==> src/ercm_defines.vh <==
`ifndef ERCM_DEFINES_VH
`define ERCM_DEFINES_VH
// ==========================================================
// register indices (byte address = index)
`define ERCM_A_CTRL        8'h00
`define ERCM_A_OVR         8'h01
`define ERCM_A_BOARD_BOOST 8'h02
`define ERCM_A_STATUS      8'h03
`define ERCM_A_RATE        8'h04
`define ERCM_A_PRESET_LO   8'h40
`define ERCM_A_PRESET_HI   8'h4F
// ==========================================================
// ctrl bits
`define ERCM_C_SPLITTER    0
`define ERCM_C_BYPASS_EQ   1
`define ERCM_C_MANUAL      2
`define ERCM_C_CDR_RESET   3
`define ERCM_C_FIXED_SET   4
// override register bits
`define ERCM_O_ROUTE_EN    0
`define ERCM_O_RATE_EN     1
`define ERCM_O_ROUTE_LSB   2
`define ERCM_O_RATE_BIT    4
// ==========================================================
// four-level codes
`define ERCM_LVL_L         2'h0
`define ERCM_LVL_R         2'h1
`define ERCM_LVL_F         2'h2
`define ERCM_LVL_H         2'h3
// comparator thresholds, tenths of io_supply
`define ERCM_TH_LR         4'h2
`define ERCM_TH_RF         4'h5
`define ERCM_TH_FH         4'h8
// ==========================================================
// lock rate codes
`define ERCM_RT_11G88      4'h0
`define ERCM_RT_5G94       4'h1
`define ERCM_RT_2G97       4'h2
`define ERCM_RT_1G485      4'h3
`define ERCM_RT_270M       4'h4
`define ERCM_RT_11G88_D    4'h5
`define ERCM_RT_5G94_D     4'h6
`define ERCM_RT_2G97_D     4'h7
`define ERCM_RT_1G485_D    4'h8
`define ERCM_RT_10G3125    4'h9
// ==========================================================
// timing
`define ERCM_SETTLE_NS     1000
`define ERCM_CLK_NS        50
// settle count: ERCM_SETTLE_NS over ERCM_CLK_NS, sized for the 8-bit counter
`define ERCM_SETTLE_CYC    8'h14
`define ERCM_DWELL_CYC     8'h10
`define ERCM_MIN_BOOST     8'h00
`endif

==> src/ercm_level_filter.v <==
`timescale 1ns/100ps
`default_nettype none
`include "ercm_defines.vh"
// ==========================================================
// four-level pin decode, sync and settle filter
module ercm_level_filter (
    input  wire       clk,
    input  wire       srst,
    input  wire [2:0] cmp_in,
    output reg  [1:0] level_r
);
    reg  [2:0] s1_r;
    reg  [2:0] s2_r;
    reg  [1:0] cand_r;
    reg  [7:0] cnt_r;
    reg  [1:0] dec;
    always @* begin
        // comparators at 0.2, 0.5, 0.8 of io_supply
        if (s2_r[2])
            dec = `ERCM_LVL_H;
        else if (s2_r[1])
            dec = `ERCM_LVL_F;
        else if (s2_r[0])
            dec = `ERCM_LVL_R;
        else
            dec = `ERCM_LVL_L;
    end
    always @(posedge clk) begin
        if (srst) begin
            // open pin code, so no false candidate after reset
            s1_r    <= 3'h3;
            s2_r    <= 3'h3;
            cand_r  <= `ERCM_LVL_F;
            cnt_r   <= 8'h00;
            level_r <= `ERCM_LVL_F;
        end else begin
            s1_r <= cmp_in;
            s2_r <= s1_r;
            if (dec != cand_r) begin
                cand_r <= dec;
                cnt_r  <= 8'h00;
            end else if (cnt_r == `ERCM_SETTLE_CYC) begin
                level_r <= cand_r;
            end else begin
                cnt_r <= cnt_r + 8'h01;
            end
        end
    end
endmodule // ercm_level_filter
`default_nettype wire

==> src/ercm_mode_ctrl.v <==
`timescale 1ns/100ps
`default_nettype none
`include "ercm_defines.vh"
module ercm_mode_ctrl (
    input  wire       CLK_SYS,
    input  wire       SRST,
    input  wire [2:0] ROUTE_CMP,
    input  wire [2:0] OUTFN_CMP,
    input  wire       CD_CABLE,
    input  wire       CD_BOARD,
    input  wire [7:0] EYE_SCORE,
    input  wire       CDR_LOCKED,
    input  wire [7:0] ADDR,
    input  wire [7:0] WDATA,
    input  wire       WR,
    input  wire       RD,
    output reg  [7:0] RDATA,
    output reg        NORMAL_MODE,
    output reg        CABLE_EQ_ON,
    output reg        BOARD_EQ_ON,
    output reg        EQ_BYPASS,
    output reg        SPLITTER_MODE,
    output reg        CABLE_ADAPT,
    output reg  [7:0] BOARD_BOOST,
    output reg        FIRST_OUTPUT_EN,
    output reg        SECOND_OUTPUT_EN,
    output reg        VIDEO_FAMILY,
    output reg  [3:0] LOCK_RATE,
    output reg        CDR_RESET,
    output reg        RECLOCK_EN
);
    // ======================================================
    // pin decode
    wire [1:0] route_lvl;
    wire [1:0] outfn_lvl;
    ercm_level_filter u_route (
        .clk     (CLK_SYS),
        .srst    (SRST),
        .cmp_in  (ROUTE_CMP),
        .level_r (route_lvl)
    );
    ercm_level_filter u_outfn (
        .clk     (CLK_SYS),
        .srst    (SRST),
        .cmp_in  (OUTFN_CMP),
        .level_r (outfn_lvl)
    );
    // ======================================================
    // registers
    reg  [7:0] ctrl_r;
    reg  [7:0] ovr_r;
    reg  [7:0] fixed_r;
    reg  [3:0] rate_r;
    reg  [7:0] preset_r [0:15];
    reg        cd1_r;
    reg        cd2_r;
    reg        cb1_r;
    reg        cb2_r;
    reg        lk1_r;
    reg        lk2_r;
    reg        best_valid_r;
    always @(posedge CLK_SYS) begin
        if (SRST) begin
            ctrl_r  <= 8'h00;
            ovr_r   <= 8'h00;
            fixed_r <= `ERCM_MIN_BOOST;
            rate_r  <= `ERCM_RT_11G88;
        end else if (WR) begin
            case (ADDR)
                `ERCM_A_CTRL: begin
                    ctrl_r <= WDATA;
                end
                `ERCM_A_OVR: begin
                    ovr_r <= WDATA;
                end
                `ERCM_A_BOARD_BOOST: begin
                    fixed_r <= WDATA;
                end
                `ERCM_A_RATE: begin
                    rate_r <= WDATA[3:0];
                end
                default: begin
                end
            endcase
        end
    end
    // ======================================================
    // preset table, one entry per step
    genvar g;
    generate
        for (g = 0; g < 16; g = g + 1) begin : g_preset
            localparam integer P_IDX  = g;
            localparam [7:0]   P_INIT = {P_IDX[3:0], 4'h0};
            localparam [7:0]   P_ADDR = `ERCM_A_PRESET_LO | {4'h0, P_IDX[3:0]};
            always @(posedge CLK_SYS) begin
                if (SRST) begin
                    preset_r[g] <= P_INIT;
                end else if (WR && (ADDR == P_ADDR)) begin
                    preset_r[g] <= WDATA;
                end
            end
        end
    endgenerate
    // ======================================================
    // synchronisers for link-side status
    always @(posedge CLK_SYS) begin
        if (SRST) begin
            cd1_r <= 1'b0;
            cd2_r <= 1'b0;
            cb1_r <= 1'b0;
            cb2_r <= 1'b0;
            lk1_r <= 1'b0;
            lk2_r <= 1'b0;
        end else begin
            cd1_r <= CD_CABLE;
            cd2_r <= cd1_r;
            cb1_r <= CD_BOARD;
            cb2_r <= cb1_r;
            lk1_r <= CDR_LOCKED;
            lk2_r <= lk1_r;
        end
    end
    // ======================================================
    // routing and family
    reg  [1:0] route_eff;
    reg        sel_board;
    reg        fam_video;
    reg        second_output_en;
    reg        out2_en;
    reg        rate_video;
    reg        carrier;
    reg        bypass_now;
    always @* begin
        route_eff = ovr_r[`ERCM_O_ROUTE_EN] ? ovr_r[`ERCM_O_ROUTE_LSB +: 2] : route_lvl;
        sel_board = (route_eff == `ERCM_LVL_R) || (route_eff == `ERCM_LVL_L);
        second_output_en   = (route_eff != `ERCM_LVL_R);
        out2_en   = (route_eff != `ERCM_LVL_F);
        fam_video = ovr_r[`ERCM_O_RATE_EN] ? ovr_r[`ERCM_O_RATE_BIT] : !sel_board;
        carrier   = sel_board ? cb2_r : cd2_r;
        rate_video = (rate_r <= `ERCM_RT_1G485_D);
        // same-cycle bypass, so equalizer power never lags the bypass flag
        bypass_now = ctrl_r[`ERCM_C_BYPASS_EQ] || (outfn_lvl == `ERCM_LVL_H);
    end
    // ======================================================
    // board preset search
    localparam [1:0] ST_IDLE  = 2'h0;
    localparam [1:0] ST_DWELL = 2'h1;
    localparam [1:0] ST_NEXT  = 2'h2;
    localparam [1:0] ST_DONE  = 2'h3;
    reg  [1:0] st_r;
    reg  [1:0] st_nxt;
    reg  [3:0] idx_r;
    reg  [3:0] best_r;
    reg  [7:0] best_score_r;
    reg  [7:0] dwell_r;
    reg  [7:0] boost_nxt;
    reg        adapt_ok;
    reg        board_auto;
    always @* begin
        adapt_ok = fam_video ?
            (rate_r == `ERCM_RT_11G88) || (rate_r == `ERCM_RT_5G94) || (rate_r == `ERCM_RT_2G97) ||
            (rate_r == `ERCM_RT_11G88_D) || (rate_r == `ERCM_RT_5G94_D) || (rate_r == `ERCM_RT_2G97_D)
            : 1'b1;
        board_auto = !ctrl_r[`ERCM_C_MANUAL] && adapt_ok;
        st_nxt = st_r;
        case (st_r)
            ST_IDLE: begin
                if (board_auto && sel_board && carrier)
                    st_nxt = ST_DWELL;
            end
            ST_DWELL: begin
                if (dwell_r == `ERCM_DWELL_CYC)
                    st_nxt = ST_NEXT;
            end
            ST_NEXT: begin
                st_nxt = (idx_r == 4'hF) ? ST_DONE : ST_DWELL;
            end
            ST_DONE: begin
                st_nxt = ST_DONE;
            end
            default: begin
                st_nxt = ST_IDLE;
            end
        endcase
        if (!(board_auto && sel_board && carrier))
            st_nxt = ST_IDLE;
    end
    always @(posedge CLK_SYS) begin
        if (SRST) begin
            st_r         <= ST_IDLE;
            idx_r        <= 4'h0;
            best_r       <= 4'h0;
            best_score_r <= 8'h00;
            dwell_r      <= 8'h00;
            best_valid_r <= 1'b0;
        end else begin
            st_r <= st_nxt;
            if (st_nxt == ST_IDLE) begin
                idx_r        <= 4'h0;
                best_score_r <= 8'h00;
                dwell_r      <= 8'h00;
                best_valid_r <= 1'b0;
            end else if (st_r == ST_DWELL) begin
                dwell_r <= dwell_r + 8'h01;
                if (st_nxt == ST_NEXT && (!best_valid_r || EYE_SCORE > best_score_r)) begin
                    best_r       <= idx_r;
                    best_score_r <= EYE_SCORE;
                    best_valid_r <= 1'b1;
                end
            end else if (st_r == ST_NEXT) begin
                dwell_r <= 8'h00;
                if (idx_r != 4'hF)
                    idx_r <= idx_r + 4'h1;
            end
        end
    end
    always @* begin
        if (!board_auto)
            boost_nxt = fixed_r;
        else if (st_r == ST_DONE)
            boost_nxt = preset_r[best_r];
        else
            boost_nxt = preset_r[idx_r];
    end
    // ======================================================
    // outputs
    reg        fam_prev_r;
    always @(posedge CLK_SYS) begin
        if (SRST) begin
            NORMAL_MODE      <= 1'b0;
            CABLE_EQ_ON      <= 1'b0;
            BOARD_EQ_ON      <= 1'b0;
            EQ_BYPASS        <= 1'b0;
            SPLITTER_MODE    <= 1'b0;
            CABLE_ADAPT      <= 1'b0;
            BOARD_BOOST      <= `ERCM_MIN_BOOST;
            FIRST_OUTPUT_EN  <= 1'b0;
            SECOND_OUTPUT_EN <= 1'b0;
            VIDEO_FAMILY     <= 1'b1;
            LOCK_RATE        <= `ERCM_RT_11G88;
            CDR_RESET        <= 1'b1;
            RECLOCK_EN       <= 1'b0;
            fam_prev_r       <= 1'b1;
        end else begin
            NORMAL_MODE      <= carrier;
            EQ_BYPASS        <= bypass_now;
            CABLE_EQ_ON      <= carrier && !sel_board && !bypass_now;
            BOARD_EQ_ON      <= carrier && sel_board && !bypass_now;
            SPLITTER_MODE    <= ctrl_r[`ERCM_C_SPLITTER];
            CABLE_ADAPT      <= carrier && !sel_board && !bypass_now;
            BOARD_BOOST      <= boost_nxt;
            FIRST_OUTPUT_EN  <= carrier && second_output_en;
            SECOND_OUTPUT_EN <= carrier && out2_en;
            VIDEO_FAMILY     <= fam_video;
            fam_prev_r       <= fam_video;
            // lock rate from family, 270M has no divided variant
            if (!fam_video)
                LOCK_RATE <= `ERCM_RT_10G3125;
            else if (rate_video)
                LOCK_RATE <= rate_r;
            else
                LOCK_RATE <= `ERCM_RT_11G88;
            // carrier loss resets recovery; host resets on family change
            CDR_RESET  <= ctrl_r[`ERCM_C_CDR_RESET] || !carrier;
            RECLOCK_EN <= carrier && lk2_r && (outfn_lvl != `ERCM_LVL_H)
                          && (outfn_lvl != `ERCM_LVL_L);
        end
    end
    // ======================================================
    // read port
    always @(posedge CLK_SYS) begin
        if (SRST) begin
            RDATA <= 8'h00;
        end else if (RD) begin
            case (ADDR)
                `ERCM_A_CTRL:        RDATA <= ctrl_r;
                `ERCM_A_OVR:         RDATA <= ovr_r;
                `ERCM_A_BOARD_BOOST: RDATA <= BOARD_BOOST;
                `ERCM_A_STATUS:      RDATA <= {lk2_r, fam_prev_r, sel_board, st_r, route_lvl, NORMAL_MODE};
                `ERCM_A_RATE:        RDATA <= {4'h0, LOCK_RATE};
                default: begin
                    if (ADDR >= `ERCM_A_PRESET_LO && ADDR <= `ERCM_A_PRESET_HI)
                        RDATA <= preset_r[ADDR[3:0]];
                    else
                        RDATA <= 8'h00;
                end
            endcase
        end else begin
            RDATA <= 8'h00;
        end
    end
endmodule // ercm_mode_ctrl
`default_nettype wire

==> config.mk <==
export PLATFORM = sky130hd
export DESIGN_NAME = ercm_mode_ctrl
export DESIGN_NICKNAME = d
export VERILOG_FILES = /design/src/ercm_level_filter.v /design/src/ercm_mode_ctrl.v
export VERILOG_INCLUDE_DIRS = /design/src
export SDC_FILE = /design/constraint.sdc
export NUM_CORES = 1
export LEC_CHECK = 0
export BUFFER_PORTS_ARGS = -buffer_cell sky130_fd_sc_hd__buf_4
export CAP_MARGIN = 5
export CORE_UTILIZATION = 40
export DETAILED_ROUTE_END_ITERATION = 8
export GPL_TIMING_DRIVEN = 0
export PLACE_DENSITY = 0.55
export SLEW_MARGIN = 20
export SYNTH_ARGS = -nofsm -noshare
export SYNTH_HDL_FRONTEND = slang
export SYNTH_SLANG_ARGS = --single-unit
==> constraint.sdc <==
create_clock -name CLK_SYS -period 2.31 [get_ports CLK_SYS]
set_input_delay 0.231 -clock CLK_SYS [delete_from_list [all_inputs] [get_ports CLK_SYS]]
set_output_delay 0.231 -clock CLK_SYS [all_outputs]
set_load 0.05 [all_outputs]
==> results by group, run 1 <==
Timing
  • Setup slack after layout: 0.00135 ns
  • Final Critical Period: 2.31 ns
  • Slew HR: 39.9%
  • Clk_skew: 0.0128 ns
  • Final setup violation count: 0
  • Unrepaired setup endpoints after global routing: yes
  • Period Utilization, post-route: 99.9%
  • Fin. Hold Viols: 0
  • Fmax: 0.433 GHz
  • Max-slew violations: 0
  • Worst-Margin Slew: 0.894 ns

Clock network
  • CTS tree: done
  • Clock-pin slew on the worst setup and hold paths: 0.06 ns
  • Clock tree buffer depth: 3
  • Sink Count: 263
  • CTS Buf Count: 29
  • H-tree depth: 1
  • Clk Latency, worst-skew pair: 0.57 ns
  • Root buffer cell: clkbuf_16

Logic synthesis
  • Syn_nets: 1,147
  • Synth top area share: 28.9%
  • Asr flop ratio synth: 0%
  • Mapped cell area: 13,300 sq um
  • Synth Instances: 1,090
  • Seq/Total Area, Yosys: 49.2%
  • Ranking of synthesized cells by area: edfxtp_1 29%, dfxtp_1 20%, mux4_2 18%
  • #FFs+latches synth: 263
  • Number of synthesized flops with an enable pin: 128
  • Synth cell types: 55
  • Top-count cell post-synth: dfxtp_1
  • Top cells by instance count after synthesis: 135 x dfxtp_1, 128 x edfxtp_1, 109 x mux4_2, 102 x and2_1, 93 x nor2_1
  • Prevailing post-synth register cell: dfxtp_1
  • Warnings, synthesis: 0
  • Avg Cell Area, Syn: 12.2 sq um
  • Post-synth top area cell: edfxtp_1

Floorplan
  • # rows: 66
  • Full die area: 34,000 sq um
  • Die W: 184 microns
  • Core Area: 32,600 sq um
  • Starting Density: 40.8%
  • IO Count: 68
  • Die height: 184 microns

Detailed routing
  • ANT nets after route: 0
  • Wire per inst: 23.8 microns
  • DRC viols: 0
  • Starting DRT DRC Count: 976
  • Drt total wl: 39,800 microns
  • Avg Vias per Cell: 5.79
  • Vias: 9,695
  • TritonRoute pass-1 iters: 5

Pwr
  • Comb pwr share: 7.6%
  • PD cells: 685 nW/um^2
  • Maximum vdd drop: 0.596 mV
  • Leakage: 5.63 nW
  • Flop pwr share: 47.6%
  • Sw Share: 23.9%
  • Psw: 2.59 mW
  • Clock Power Share: 44.8%
  • Pint: 8.27 mW

Cells and area
  • Fill cell count: 2,931
  • Layout cells sized above 1: 26.0%
  • Non-Filler Instances: 1,674
  • Design area: 15,900 sq um
  • Final #Nets: 1,265
  • Area Overhead vs Synth: 19.3%

Placed design
  • Placed cells: 1,591
  • Hpwl dp: 29,500 microns
  • Port bufs: 59
  • DP Area: 14,300 sq um
  • Place WS: -1.42 ns
  • Routability cong.: 0.905

Worst hold path
  • HP Class: in -> reg
  • Hold path startpoint: WDATA[6]

Worst setup path
  • CP required: 2.72 ns
  • Crit path kind: reg -> reg
  • Critical Path AT: 2.72 ns
  • Setup crit end kind: flip-flop
  • CP Launch Type: flip-flop
  • Crit path max fanout: 5
  • Reg2reg start: dwell_r[1]
  • CP startpoint: dwell_r[1]

Run status
  • Outcome: finished clean

Global routing
  • Largest net degree at the start of global routing: 15
  • Global-route wire length before repair: 58,900 microns
  • Total GRT Usage: 23.7%
  • GR Overflow Total: 0
  • Number of global-route vias before repair: 9,333
  • Initial antenna violation count: 1

Run
  • MaxCap Viol Count: 0
layout make-up:
type                    instances  area (sq um)  share of cell area, %
diodes                          1          2.50                 0.0158
plain buffers                  73           367                   2.31
clock buffers                  32           737                   4.65
clock inverters                22           244                   1.54
inverters                      25          93.8                  0.592
multi-input cells             725          6550                   41.3
flip-flops and latches        263          6560                   41.4
well taps                     442           553                   3.49
repair buffers                 91           757                   4.77
registers in the layout, summed over array words and instances (netlist names), 4 cells and up, named ones only:
signal         flops
u_route.cnt_r      8
LOCK_RATE          4
dwell_r            8
ctrl_r             8
idx_r              4
best_r             4
best_score_r       8
RDATA              8
BOARD_BOOST        8
ovr_r              8
u_outfn.cnt_r      8
preset_r         128
rate_r             4
fixed_r            8
metrics by stage:
stage | util (%) | hold slack [ns] | setup TNS (ns) | power [mW]
after floorplan | - | 0.335 | 0 | 5.71
after global placement | 43.8 | 0.396 | -198.01 | 6.04
after detailed placement | 43.8 | 0.398 | -208.29 | 6.05
after CTS | 48.4 | 0.00400 | -1.21 | 10.9
after global routing | 48.6 | 0.0278 | -2.19 | 11.2
final | 48.6 | 0.0222 | 0 | 10.9
critical path, cell delays in order (launching register included):
cell and delay [ns]:
dfxtp_2 0.32, inv_2 0.07, ha_4 0.12, and4bb_1 0.23
a21oi_2 0.07, or4_4 0.55, a311o_1 0.30, buf_6 0.14
buf_12 0.13, mux2i_1 0.14, nor2_1 0.07
cells by family (layout without fill, tap and decap cells):
group / after synthesis / count (layout) / synth area share, %
compound gates: 127 / 127 / 6.45
buf+inv: 102 / 243 / 3.20
flops: 263 / 263 / 49.2
simple gates: 411 / 411 / 16.6
other cells: 0 / 1 / 0
mux: 146 / 146 / 21.3
fa+ha+maj: 20 / 20 / 1.88
xor+xnor: 21 / 21 / 1.38
metal layers:
metal / track usage, % / up-vias / routed length, microns
met4: 7.60 / 0 / 1220
met5: 0 / - / 0
li1: - / 4321 / -
met2: 38.1 / 432 / 18500
met3: 3.32 / 68 / 3020
met1: 33.1 / 4874 / 17000
cells in the final DEF (no fill, tap or decap), drive strengths merged, types with 18 or more instances in the layout:
master,count
dfxtp,135
edfxtp,128
mux4,109
and2,102
nor2,93
buf,93
clkbuf,82
nand2,51
or3,37
nand3,35
mux2i,35
a22oi,33
a21oi,32
inv,26
nor2b,23
dlygate4sd3,20
ha,20
nor3,18
power groups by stage:
stage / clock network [mW] / registers (mW) / logic, mW
2_1_floorplan: 0 / 5.24 / 0.472
3_3_place_gp: 0 / 5.27 / 0.772
3_5_place_dp: 0 / 5.28 / 0.777
4_1_cts: 4.92 / 5.17 / 0.823
5_1_grt: 5.10 / 5.19 / 0.875
6_report: 4.86 / 5.17 / 0.826
worst paths after layout:
kind,depth (start not counted),end,slack [ns]
worst max-delay path,10,best_r[2],0.001
worst min-delay path,3,ovr_r[6],0.02
worst max register to register,10,best_r[2],0.001
worst min register to register,1,u_outfn.s2_r[0],0.41
what timing repair did:
action,4_1_cts,5_1_grt
resized for setup,61,26
pin swaps,9,5
hold buffers,20,0
endpoints found under the setup margin,185,90
gates cloned,1,0
endpoints found under the hold margin,20,0
buffers inserted,10,1
(Power assumes the default switching activity.)
==> inputs of run 2 (changes only) <==
--- a/config.mk
+++ b/config.mk
@@ -8,6 +8,7 @@
 export LEC_CHECK = 0
 export BUFFER_PORTS_ARGS = -buffer_cell sky130_fd_sc_hd__buf_4
 export CAP_MARGIN = 5
+export CORE_MARGIN = 3
 export CORE_UTILIZATION = 40
 export DETAILED_ROUTE_END_ITERATION = 8
 export GPL_TIMING_DRIVEN = 0
@@ -15,4 +16,5 @@
 export SLEW_MARGIN = 20
 export SYNTH_ARGS = -nofsm -noshare
 export SYNTH_HDL_FRONTEND = slang
+export SYNTH_HIERARCHICAL = 1
 export SYNTH_SLANG_ARGS = --single-unit
==> results by group, run 2 <==
Run status
  • Outcome: finished, violations left
  • Failing checks: setup timing

Cells and area
  • Area Overhead vs Synth: 21.1%
  • Non-Filler Instances: 1,752
  • Ant. Diodes: 0
  • Layout cells sized above 1: 25.8%
  • Commonest non-fill, non-tap cell in the layout: edfxtp_1
  • Most frequent cells in the layout: 128 x edfxtp_1, 127 x dfxtp_1, 99 x and2_1, 90 x mux4_2, 77 x buf_4
  • Most flops, register: preset_r
  • Largest register FFs: 128
  • Final #Nets: 1,339

Worst setup path
  • Reg2reg end: best_r[2]
  • CP Launch Type: flip-flop
  • Reg2reg start: dwell_r[0]
  • Setup crit end kind: flip-flop
  • CP top delay family: simple AND/OR/NAND/NOR gates
  • CP max-delay cell: or4_4
  • Max incr delay on CP: 0.57 ns
  • Crit path kind: reg -> reg
  • Critical Path AT: 2.87 ns
  • Crit path max fanout: 5
  • FF-to-FF setup slack: -0.08 ns
  • CP required: 2.80 ns
  • Worst-case reg-to-reg path depth: 9
  • Crit path buf inv count: 2
  • Worst path cell trace: inv_2 -> ha_4 -> and4bb_1 -> a21oi_2 -> o31a_1 -> or4_4 -> nor3_4 -> buf_12 -> mux2i_4

Logic synthesis
  • Number of synthesized flops with an enable pin: 128
  • Prevailing post-synth register cell: dfxtp_1
  • Syn_nets: 1,207
  • Xor and xnor area share after synthesis: 1.15%
  • Synth Area in Simple Gates: 17.0%
  • Warnings, synthesis: 6
  • Synth Instances: 1,150
  • Avg Cell Area, Syn: 11.9 sq um
  • Adder-cell share of the synthesized area: 1.83%
  • Synth cell types: 68
  • Asr flop ratio synth: 0%
  • Post-synth top area cell: edfxtp_1
  • Largest family of logic cells by synthesized area: multiplexers
  • Ranking of synthesized cells by area: edfxtp_1 28%, dfxtp_1 20%, mux4_2 15%
  • Mapped cell area: 13,700 sq um
  • Top cells by instance count after synthesis: 135 x dfxtp_1, 128 x edfxtp_1, 100 x and2_1, 90 x mux4_2, 79 x mux2i_1
  • Compound-Gate Fraction of Synth Area: 7.69%
  • Mux cell area share after synthesis: 21.1%
  • Seq/Total Area, Yosys: 47.9%
  • #FFs+latches synth: 263
  • Top-count cell post-synth: dfxtp_1
  • Synth top area share: 28.1%

Run
  • MaxCap Viol Count: 0

Worst hold path
  • Hold endpoint: fixed_r[3]
  • Hold depth: 3
  • Hold path startpoint: WDATA[3]
  • HP Class: in -> reg

Detailed routing
  • Wire per inst: 24.1 microns
  • Starting DRT DRC Count: 901
  • ANT nets after route: 0
  • DRC viols: 0
  • TritonRoute pass-1 iters: 7
  • Drt total wl: 42,200 microns
  • Vias: 10,100
  • Avg Vias per Cell: 5.74

Timing
  • Setup slack after layout: -0.0757 ns
  • Clk_skew: 0.00773 ns
  • Unrepaired setup endpoints after global routing: yes
  • Final setup violation count: 15
  • Fin. Hold Viols: 0
  • Period Utilization, post-route: 103%
  • Slew HR: 27.6%
  • Setup_tns: -0.555 ns
  • Final Critical Period: 2.39 ns
  • Max-slew violations: 0
  • Fmax: 0.419 GHz
  • Worst-Margin Slew: 1.08 ns

Clock network
  • Clock-pin slew on the worst setup and hold paths: 0.06 ns
  • Root buffer cell: clkbuf_16
  • Clk Latency, worst-skew pair: 0.57 ns
  • CTS tree: done
  • H-tree depth: 1
  • CTS Buf Count: 30
  • Sink Count: 263
  • Clock tree buffer depth: 3

Global routing
  • Total GRT Usage: 23.2%
  • Global-route wire length before repair: 63,200 microns
  • Number of global-route vias before repair: 10,000
  • Initial antenna violation count: 0
  • GR Overflow Total: 0
  • Largest net degree at the start of global routing: 17

Pwr
  • Maximum vdd drop: 0.711 mV
  • Leakage: 5.69 nW
  • PD cells: 646 nW/um^2
  • Clock Power Share: 43.5%
  • Psw: 2.55 mW
  • Flop pwr share: 48.4%
  • Comb pwr share: 8.1%
  • Pint: 8.15 mW
  • Tot Pwr: 10.7 mW
  • Sw Share: 23.8%

Floorplan
  • Die height: 191 microns
  • IO Count: 68
  • # rows: 67
  • Die W: 191 microns
  • Starting Density: 40.7%
  • Core Area: 33,600 sq um
  • Full die area: 36,500 sq um

Placed design
  • Port bufs: 60
  • Placed cells: 1,658
  • Hpwl dp: 31,000 microns
  • Routability cong.: 0.929
[run 2: worst max-delay path by stage]
stage / start / to / depth (start not counted)
after detailed placement: ADDR[1] / preset_r[8][2] / 6
final: dwell_r[0] / best_r[2] / 9
after CTS: dwell_r[1] / flip-flop / 9
after global placement: ADDR[1] / preset_r[4][0] / 6
after floorplan: idx_r[0] / flip-flop / 8
after global routing: dwell_r[0] / flip-flop / 9
[run 2: kinds of logic (layout without fill, tap and decap cells)]
family	Yosys count	after routing
buffers and inverters	107	261
muxes	174	174
adders and majority gates	20	20
and+or+nand+nor	424	424
AOI/OAI and AO/OA	144	144
xor gates and xnor gates	18	18
DFF	263	263
[run 2: timing repair]
action                     4_1_cts  5_1_grt
resized for setup               86       47
setup endpoints to repair      233      143
hold buffers                    22        0
setup buffers                   13        8
cloned                           1        0
pin swaps                        6        8
hold endpoints to repair        25        0
[run 2: power by group through the flow]
stage          clock [mW]  sequential [mW]  combinational, mW
2_1_floorplan           0             5.25              0.476
3_3_place_gp            0             5.27              0.787
5_1_grt              4.95             5.19              0.924
3_5_place_dp            0             5.28              0.791
4_1_cts              4.77             5.17              0.845
6_report             4.66             5.17              0.868
[run 2: routing by layer]
metal / GRT usage, % / part of all wire (%) / vias to the layer above
met1: 32.5 / 44 / 5079
li1: - / - / 4575
met2: 37.5 / 47 / 329
met5: 0 / 0 / -
met4: 6.86 / 2.8 / 0
met3: 3.48 / 6.2 / 71
[run 2: cell type report]
cell class              instances  area, sq um
fillers                      3017        17000
multi-input cells             780         7020
flip-flops and latches        263         6560
repair buffers                103          893
clock buffers                  41          863
well taps                     448          561
plain buffers                  78          463
clock inverters                13          109
inverters                      26          101
[run 2: per-stage QoR]
step	area [sq um]	setup WS, ns	utilization (%)	hold slack [ns]
4_1_cts	16300	-0.139	48.5	0.0896
2_1_floorplan	13700	0.000427	-	0.330
3_5_place_dp	14700	-1.43	43.7	0.393
5_1_grt	16600	-0.196	49.3	0.114
6_report	16600	-0.0757	49.3	0.112
3_3_place_gp	14700	-1.38	43.7	0.391
[run 2: worst register-to-register path: stages (launching register included)]
cell      delay, ns
dfxtp_2        0.33
inv_2          0.08
ha_4           0.13
and4bb_1       0.23
a21oi_2        0.06
o31a_1         0.25
or4_4          0.57
nor3_4         0.25
buf_12         0.18
mux2i_4        0.23
